===== src/rtl/fcl_pkg.sv =====
// Constants and types shared by the flash configuration loader
// Operation
// - The page comes from the select pins, or remote pins in remote mode.
// - Flash is 8 or 16 bits wide; 16-bit flash adds the upper byte lane.
// - Serial mode shifts each fetched byte or halfword out on one pin.
// - The three parallel modes drive data out on an eight-bit bus.
// - Serial mode makes the configuration clock, one bit per pulse.
// - Serial mode fetches the next flash word after 8 or 16 clocks.
// - Fast parallel mode makes the clock and gives one new byte per pulse.
// - Fast parallel mode fetches the next word after one or two clocks.
// - With decompression each byte is held for four clock pulses.
// - Decompression fetches the next word every four or eight clocks.
// - Async parallel paces each byte by the write strobe and selects; read strobe stays high.
// - Async parallel reads the next word after its one or two bytes go out.
// - A low error status during configuration restarts configuration.
// - The FPGA drops its done flag to reload; the loader then restarts.
package fcl_pkg;
  localparam int FCL_ADDR_W = 24;
  localparam int FCL_PAGE_W = 3;
  // Page base is page number shifted to this bit of the word address
  localparam int FCL_PAGE_SHIFT = 20;
  // Flash access time, ns, and derived cycles at 10 ns (round up)
  localparam int FCL_FLASH_ACC_NS = 100;
  localparam int FCL_CLK_NS = 10;
  localparam int FCL_FLASH_CYC =
    (FCL_FLASH_ACC_NS + FCL_CLK_NS - 1) / FCL_CLK_NS;
  // Cycles each strobe phase lasts in async parallel mode
  localparam int FCL_STRB_CYC = 4;
  // Reset and restart: hold time of the configuration request low
  localparam int FCL_CFG_LOW_CYC = 8;
  localparam logic [1:0] FCL_SERIAL_MODE = 2'h0;
  localparam logic [1:0] FCL_FAST_PARALLEL_MODE = 2'h1;
  localparam logic [1:0] FCL_FAST_PARALLEL_DEC_MODE = 2'h2;
  localparam logic [1:0] FCL_ASYNC_PARALLEL_MODE = 2'h3;
  typedef enum logic [2:0] {
    FCL_ST_START, FCL_ST_FETCH, FCL_ST_LOW, FCL_ST_HIGH,
    FCL_ST_STRB, FCL_ST_NEXT, FCL_ST_USER
  } fcl_state_t;
endpackage


===== src/rtl/fcl_loader.sv =====
// Flash to FPGA configuration loader, serial and parallel delivery
`timescale 1ns/1ns
module fcl_loader
  import fcl_pkg::*;
(
  // Clock and reset
  input wire logic i_core_clk,
  input wire logic i_rst_b,
  // Static options (straps)
  input wire logic [1:0] i_mode,
  input wire logic i_wide_flash,
  input wire logic i_remote_mode,
  // Page selection
  input wire logic [FCL_PAGE_W-1:0] i_page_select_pins,
  input wire logic [FCL_PAGE_W-1:0] i_remote_page_pins,
  // Flash side
  output logic [FCL_ADDR_W-1:0] o_flash_addr,
  output logic o_flash_oe_n,
  input wire logic [15:0] i_flash_data,
  // FPGA side
  output logic o_cfg_start_n,
  output logic o_cfg_clock_out,
  output logic o_serial_cfg_out,
  output logic [7:0] o_cfg_data,
  output logic o_cfg_write_strobe_n,
  output logic o_cfg_read_strobe_n,
  output logic o_cfg_select_lo_n,
  output logic o_cfg_select_hi,
  input wire logic i_cfg_error_status_n,
  input wire logic i_cfg_complete_flag,
  // Status
  output logic o_busy
);
  // Two-stage synchronisers for FPGA status pins and page pins
  logic [1:0] st_s1, st_s2;
  logic [FCL_PAGE_W-1:0] pg_s1, pg_s2, rp_s1, rp_s2;
  always_ff @(posedge i_core_clk or negedge i_rst_b) begin
    if (!i_rst_b) begin
      // Status idles high, done idles low: no false fall after reset
      st_s1 <= 2'h2;
      st_s2 <= 2'h2;
      pg_s1 <= '0;
      pg_s2 <= '0;
      rp_s1 <= '0;
      rp_s2 <= '0;
    end else begin
      st_s1 <= {i_cfg_error_status_n, i_cfg_complete_flag};
      st_s2 <= st_s1;
      pg_s1 <= i_page_select_pins;
      pg_s2 <= pg_s1;
      rp_s1 <= i_remote_page_pins;
      rp_s2 <= rp_s1;
    end
  end
  wire logic stat_ok = st_s2[1];
  wire logic done_s = st_s2[0];

  fcl_state_t state, next_state;
  logic [FCL_ADDR_W-1:0] addr, next_addr;
  logic [15:0] shreg, next_shreg;
  logic [4:0] units, next_units;   // Units left in current word
  logic [3:0] cnt, next_cnt;       // Wait counter / strobe phase counter
  logic [1:0] hold, next_hold;     // Extra clock pulses left for the current byte
  logic done_d, next_done_d;
  logic clk_o, next_clk_o;
  logic sdo, next_sdo;
  logic [7:0] pdo, next_pdo;
  logic ws_n, next_ws_n;
  logic cs_act, next_cs_act;
  logic cfg_n, next_cfg_n;

  logic is_serial_mode, is_async_mode;
  logic [4:0] units_per_word;
  logic [FCL_PAGE_W-1:0] page;
  always_comb begin
    is_serial_mode = (i_mode == FCL_SERIAL_MODE);
    is_async_mode = (i_mode == FCL_ASYNC_PARALLEL_MODE);
    // Bits or bytes per fetched word
    if (is_serial_mode) begin
      units_per_word = i_wide_flash ? 5'h10 : 5'h08;
    end else begin
      units_per_word = i_wide_flash ? 5'h02 : 5'h01;
    end
    // Page source depends on upgrade mode
    page = i_remote_mode ? rp_s2 : pg_s2;
  end

  // Sequencer: fetch, then pace units out in the selected mode
  always_comb begin
    next_state = state;
    next_addr = addr;
    next_shreg = shreg;
    next_units = units;
    next_cnt = cnt;
    next_hold = hold;
    next_done_d = done_s;
    next_clk_o = clk_o;
    next_sdo = sdo;
    next_pdo = pdo;
    next_ws_n = ws_n;
    next_cs_act = cs_act;
    next_cfg_n = cfg_n;
    unique case (state)
      FCL_ST_START: begin
        // Pulse configuration request low, then load page base
        next_cfg_n = 1'b0;
        next_clk_o = 1'b0;
        next_ws_n = 1'b1;
        next_cs_act = 1'b0;
        if (cnt == 4'(FCL_CFG_LOW_CYC - 1)) begin
          next_cnt = '0;
          next_cfg_n = 1'b1;
          next_addr = FCL_ADDR_W'(page) << FCL_PAGE_SHIFT;
          next_state = FCL_ST_FETCH;
        end else begin
          next_cnt = cnt + 4'h1;
        end
      end
      FCL_ST_FETCH: begin
        // Wait flash access, then latch the low lane, or both lanes on wide flash
        next_clk_o = 1'b0;
        if (cnt == 4'(FCL_FLASH_CYC - 1)) begin
          next_cnt = '0;
          next_shreg = i_wide_flash ? i_flash_data
                                    : {8'h00, i_flash_data[7:0]};
          next_addr = addr + 1'b1;
          next_units = units_per_word;
          next_state = FCL_ST_NEXT;
        end else begin
          next_cnt = cnt + 4'h1;
        end
      end
      FCL_ST_NEXT: begin
        // Present next unit while clock is low
        if (units == 5'h00) begin
          next_state = FCL_ST_FETCH;
        end else begin
          next_units = units - 5'h01;
          if (is_serial_mode) begin
            next_sdo = shreg[0];
            next_shreg = {1'b0, shreg[15:1]};
          end else begin
            next_pdo = shreg[7:0];
            next_shreg = {8'h00, shreg[15:8]};
          end
          // Decompression holds each byte four pulses
          next_hold = (i_mode == FCL_FAST_PARALLEL_DEC_MODE) ? 2'h3 : 2'h0;
          next_state = is_async_mode ? FCL_ST_STRB : FCL_ST_LOW;
        end
      end
      FCL_ST_LOW: begin
        // Data set up one cycle before the rising edge
        next_clk_o = 1'b1;
        next_state = FCL_ST_HIGH;
      end
      FCL_ST_HIGH: begin
        next_clk_o = 1'b0;
        if (hold != 2'h0) begin
          next_hold = hold - 2'h1;
          next_state = FCL_ST_LOW;
        end else if (done_s) begin
          next_state = FCL_ST_USER;
        end else begin
          next_state = FCL_ST_NEXT;
        end
      end
      FCL_ST_STRB: begin
        // Select, write strobe low for a phase, then release
        next_cs_act = 1'b1;
        next_cnt = cnt + 4'h1;
        if (cnt == 4'h0) begin
          next_ws_n = 1'b0;
        end else if (cnt == 4'(FCL_STRB_CYC)) begin
          next_ws_n = 1'b1;
        end else if (cnt == 4'(2 * FCL_STRB_CYC)) begin
          next_cnt = '0;
          next_cs_act = 1'b0;
          next_state = done_s ? FCL_ST_USER : FCL_ST_NEXT;
        end
      end
      FCL_ST_USER: begin
        // Configured; idle until the done flag falls
        next_cnt = '0;
      end
      default: begin
        next_state = FCL_ST_START;
      end
    endcase
    // Error status during configuration restarts
    // Request drops at once and a pending pulse is cut, so the FPGA
    // never sees a stray clock edge during the restart
    if (!stat_ok && state != FCL_ST_START && state != FCL_ST_USER) begin
      next_state = FCL_ST_START;
      next_cnt = '0;
      next_cfg_n = 1'b0;
      next_clk_o = 1'b0;
    end
    // Done flag falling (reconfig request) restarts
    if (done_d && !done_s) begin
      next_state = FCL_ST_START;
      next_cnt = '0;
      next_cfg_n = 1'b0;
      next_clk_o = 1'b0;
    end
  end

  always_ff @(posedge i_core_clk or negedge i_rst_b) begin
    if (!i_rst_b) begin
      state <= FCL_ST_START;
      addr <= '0;
      shreg <= '0;
      units <= '0;
      cnt <= '0;
      hold <= '0;
      done_d <= 1'b0;
      clk_o <= 1'b0;
      sdo <= 1'b0;
      pdo <= '0;
      ws_n <= 1'b1;
      cs_act <= 1'b0;
      cfg_n <= 1'b0;
    end else begin
      state <= next_state;
      addr <= next_addr;
      shreg <= next_shreg;
      units <= next_units;
      cnt <= next_cnt;
      hold <= next_hold;
      done_d <= next_done_d;
      clk_o <= next_clk_o;
      sdo <= next_sdo;
      pdo <= next_pdo;
      ws_n <= next_ws_n;
      cs_act <= next_cs_act;
      cfg_n <= next_cfg_n;
    end
  end

  // Outputs from flops; flash enable and busy decoded from state
  assign o_flash_addr = addr;
  assign o_flash_oe_n = (state != FCL_ST_FETCH);
  assign o_cfg_start_n = cfg_n;
  assign o_cfg_clock_out = clk_o;
  assign o_serial_cfg_out = sdo;
  assign o_cfg_data = pdo;
  assign o_cfg_write_strobe_n = ws_n;
  // Read strobe is never used for status polling; held inactive
  assign o_cfg_read_strobe_n = 1'b1;
  assign o_cfg_select_lo_n = ~cs_act;
  assign o_cfg_select_hi = cs_act;
  assign o_busy = (state != FCL_ST_USER);

  // Assertions
  a_data_stable_edge: assert property (@(posedge i_core_clk)
    disable iff (!i_rst_b)
    $rose(o_cfg_clock_out)
      |-> $stable(o_cfg_data) && $stable(o_serial_cfg_out))
    else $error("data changed at configuration clock rise");
  a_async_no_clock: assert property (@(posedge i_core_clk)
    disable iff (!i_rst_b)
    is_async_mode |-> !o_cfg_clock_out)
    else $error("clock pulsed in async parallel mode");
  a_strobe_selected: assert property (@(posedge i_core_clk)
    disable iff (!i_rst_b)
    !o_cfg_write_strobe_n |-> !o_cfg_select_lo_n && o_cfg_select_hi)
    else $error("write strobe without chip selects");
  a_error_restart: assert property (@(posedge i_core_clk)
    disable iff (!i_rst_b)
    (!stat_ok && state != FCL_ST_START && state != FCL_ST_USER
      && done_d == done_s) |=> state == FCL_ST_START)
    else $error("error status did not restart");
  a_done_fall: assert property (@(posedge i_core_clk)
    disable iff (!i_rst_b)
    (done_d && !done_s) |=> state == FCL_ST_START ##1 !o_cfg_start_n)
    else $error("done fall did not restart");
  a_page_base: assert property (@(posedge i_core_clk)
    disable iff (!i_rst_b)
    (state == FCL_ST_START && next_state == FCL_ST_FETCH)
      |=> o_flash_addr == (FCL_ADDR_W'(page) << FCL_PAGE_SHIFT))
    else $error("page base address wrong");
  a_fpp_one_pulse: assert property (@(posedge i_core_clk)
    disable iff (!i_rst_b)
    (i_mode == FCL_FAST_PARALLEL_MODE && state == FCL_ST_NEXT
      && units != 5'h00)
      |=> state == FCL_ST_LOW ##1 o_cfg_clock_out ##1 !o_cfg_clock_out)
    else $error("fast parallel pulse wrong");
  a_word_units: assert property (@(posedge i_core_clk)
    disable iff (!i_rst_b)
    (state == FCL_ST_FETCH && next_state == FCL_ST_NEXT)
      |=> units == units_per_word)
    else $error("unit count per word wrong");
  a_fetch_addr_stable: assert property (@(posedge i_core_clk)
    disable iff (!i_rst_b)
    (!o_flash_oe_n ##1 !o_flash_oe_n) |-> $stable(o_flash_addr))
    else $error("flash address moved during a fetch");
  a_start_low_len: assert property (@(posedge i_core_clk)
    disable iff (!i_rst_b)
    $fell(o_cfg_start_n) |-> !o_cfg_start_n [*8] ##1 o_cfg_start_n)
    else $error("configuration request not low for eight cycles");
  a_serial_bus_idle: assert property (@(posedge i_core_clk)
    disable iff (!i_rst_b)
    is_serial_mode |-> $stable(o_cfg_data))
    else $error("parallel bus moved in serial mode");
endmodule


===== config.mk =====
export PLATFORM = sky130hd
export DESIGN_NAME = fcl_loader
export DESIGN_NICKNAME = d
export VERILOG_FILES = /design/src/rtl/fcl_pkg.sv /design/src/rtl/fcl_loader.sv
export SDC_FILE = /design/constraint.sdc
export NUM_CORES = 1
export LEC_CHECK = 0
export BUFFER_PORTS_ARGS = -buffer_cell sky130_fd_sc_hd__buf_4
export CORE_MARGIN = 2
export CORE_UTILIZATION = 25
export CTS_BUF_LIST = sky130_fd_sc_hd__clkbuf_8
export DETAILED_ROUTE_END_ITERATION = 7
export PLACE_DENSITY = 0.52
export SLEW_MARGIN = 10
export SYNTH_ARGS = -nofsm -noshare
export SYNTH_HDL_FRONTEND = slang
export SYNTH_SLANG_ARGS = --single-unit

===== constraint.sdc =====
create_clock -name i_core_clk -period 2.35 [get_ports i_core_clk]
set_input_delay 0.1175 -clock i_core_clk [delete_from_list [all_inputs] [get_ports i_core_clk]]
set_output_delay 0.1175 -clock i_core_clk [all_outputs]
set_load 0.01 [all_outputs]

==> impl_metrics.ini <==
[drt]
wl_um = 11000
drcViolationCount = 0
wl_per_cell_um = 14.6
dr_total_vias = 3602
drt_pass1_iterations = 4
ant_nets = 0
via_per_inst = 4.78
initialDrtViolationCount = 264

[power_and_ir_drop]
swShare_pct = 34.9
p_sw_mw = 1.51
leakage_nw = 2.46
p_comb_share_pct = 30.6
power_frac_seq_pct = 42.8
p_per_area_nw_per_um2 = 788
power_frac_clock_pct = 26.6
ir_worst_vdd_v = 0.000334
p_int_mw = 2.81

[die]
die_w_um = 134
ios = 71
row_count = 47
dieArea_um2 = 17900
chipHeight_um = 134
start_util_pct = 25.5
core-area_um2 = 16500

[final_layout]
diodes = 0
design_area_um2 = 5490
postLayoutCoreUtil_pct = 33.2
areaGrowthSynthToFinish_pct = 30.4
drive_gt1_share_pct = 25.1
nNetsFinal = 566

[clock_network]
cts_setup_buffers = 0
cts_max_path_buffers = 2
clkTransAtPathRegs_ns = 0.09
cts_resized = 0
clock-root-buffer = clkbuf_8
cts_buffers = 9
cts_sinks = 84
htreeDepth = 3
clock_latency_ns = 0.38
hold_buffers = 25
cts_tree = done

[timing]
fin_crit_ns = 2.15
max_freq_mhz = 464
min_period_over_period_pct = 91.7
finalSetupViolations = 0
maxSlewHeadroom_pct = 58.4
setup_tns_ns = 0
finalHoldViolations = 0
finalClockSkew_ns = 0.0158
grt_setup_unrepaired = false
tightest_slew_ns = 0.624
drv_slew = 0

[hold_path]
min_path_type = input pin to flop

[synth]
netlist_top_cells_count = 81 x dfrtp_1, 53 x nand2_1, 33 x nor2_1
ys_warn_count = 0
ys.flop_type = dfrtp_1
synth_most_common_cell = dfrtp_1
synth_area_um2 = 4210
yosys-top-cells-area = dfrtp_1 48%, nand2_1 4.7%, a21oi_1 3.5%
synth_area_per_cell_um2 = 9.78
yosys.area.top_type = dfrtp_1
synth.distinct_cells = 68
syn-num-nets = 467
synth_async_sr_flop_share_pct = 100
yosysSeqAreaShare_pct = 50.1
synth.top_cell.area_share_pct = 48.2
synth_seq_cells = 84
synthCells = 430
synth-edff-count = 0

[flow_run]
max_cap_violations = 0

[worst_setup_path]
required_ns = 2.61
cp_num_buf_inv = 1
critPathKind = flop to flop
end_kind = flop
crit_arrival_ns = 2.42
slowest_stage = dfrtp_1
start_kind = flop
crit_family = compound AO/OA/AOI/OAI gates
crit_fanout = 16
crit_chain = nor3b_2 -> inv_2 -> nor2_1 -> o311ai_2 -> nor3_1 -> a211o_1
cpPeakStageDelay_ns = 0.57

[place]
dpl_cell_area_um2 = 5020
gp_congestion = 0.774
place_hpwl_um = 7820
numPortBuffers = 69

[global_route]
globalRouteTotalUtil_pct = 12.7
overflow = 0
grt_pass1_wl_um = 18000
grt_max_degree = 46
grt_pass1_vias = 3445
antenna_found_initial = 0

[run_status]
status = finished clean
## sequential cells by signal, summed over array words and instances, names as in the netlist, 2 cells and up
name          count
units             5
o_flash_addr     24
shreg            16
pg_s1             3
pg_s2             3
o_cfg_data        8
st_s1             2
hold              2
rp_s2             3
st_s2             2
cnt               4
rp_s1             3
state             3
## logic make-up after synthesis
kind of cell             after synthesis  share of synthesized area, %
AND/OR/NAND/NOR                      171                          21.8
adder cells (fa/ha/maj)                7                          2.08
AO/OA/AOI/OAI                        117                          18.4
other                                  1                        0.0891
flip-flops                            84                          50.1
buffers and inverters                 33                          3.39
XOR/XNOR                               5                          1.04
multiplexers                          12                          3.18
## power groups by stage
stage	registers, mW	clock network, mW	logic (mW)
2_1_floorplan	1.82	0	0.876
3_3_place_gp	1.87	0	1.26
3_5_place_dp	1.88	0	1.30
4_1_cts	1.85	1.20	1.33
5_1_grt	1.89	1.26	1.47
6_report	1.85	1.15	1.32
## stage by stage
step           total power, mW  cells  setup WS (ns)  hold slack [ns]
2_1_floorplan             2.69    430          0.572           -0.178
3_3_place_gp              3.13    713          0.322            0.181
3_5_place_dp              3.17    713          0.230            0.186
4_1_cts                   4.39    753          0.200           0.0583
5_1_grt                   4.62    753         0.0350           0.0857
6_report                  4.32    753          0.196           0.0718
## cell usage in the layout, fill, tap and decap left out, types with 3 or more instances in the layout
cell type,count
a211oi_1,3
nor2b_1,9
nand2b_1,5
dfstp_2,3
mux2_2,10
o21ai_1,3
a22oi_1,7
nor2_2,3
nand2_1,53
ha_1,7
a31oi_1,6
xor2_1,5
buf_4,82
a221o_1,8
nand3_1,12
clkbuf_8,9
nor3_1,8
nor2_1,33
dfrtp_1,81
dlygate4sd3_1,25
o21ai_0,29
o22ai_1,5
nor4_2,3
a21oi_1,29
nand3b_1,4
o31ai_1,4
nand4_1,15
and3_1,5
inv_1,12
## layer usage
| layer | vias up | track usage, % | wire (um) |
|---|---|---|---|
| li1 | 1765 | - | - |
| met1 | 1755 | 17.2 | 5260 |
| met2 | 73 | 19.8 | 5180 |
| met3 | 9 | 3.81 | 470 |
| met4 | 0 | 3.49 | 105 |
| met5 | - | 0 | 0 |
## final timing paths
check                                startpoint                     endpoint  slack [ns]  cells past startpoint
setup / recovery           state[0]$_DFFE_PN0P_           cnt[3]$_DFFE_PN0P_        0.20                      6
hold / removal                     i_wide_flash         units[1]$_DFFE_PN0P_        0.07                      3
setup reg to reg           state[0]$_DFFE_PN0P_           cnt[3]$_DFFE_PN0P_        0.20                      6
hold reg to reg              pg_s1[2]$_DFF_PN0_           pg_s2[2]$_DFF_PN0_        0.35                      0
max in group asynchronous               i_rst_b         shreg[6]$_DFFE_PN0P_        1.41                      3
min in group asynchronous               i_rst_b  o_flash_addr[4]$_DFFE_PN0P_        0.31                      2
## cell type report
class	instances	area [um2]
clock buffers	9	124
inverters	13	48.8
multi-input cells	313	1960
repair buffers	108	886
clock inverters	6	87.6
flip-flops and latches	84	2110
well taps	220	275
fillers	1701	11000
## worst min-delay path: cells and delay by family
family / cells / cell delay (ns)
AOI/OAI and AO/OA: 2 / 0.18
buffers and inverters: 1 / 0.11
Power figures use the tool's default switching activity.
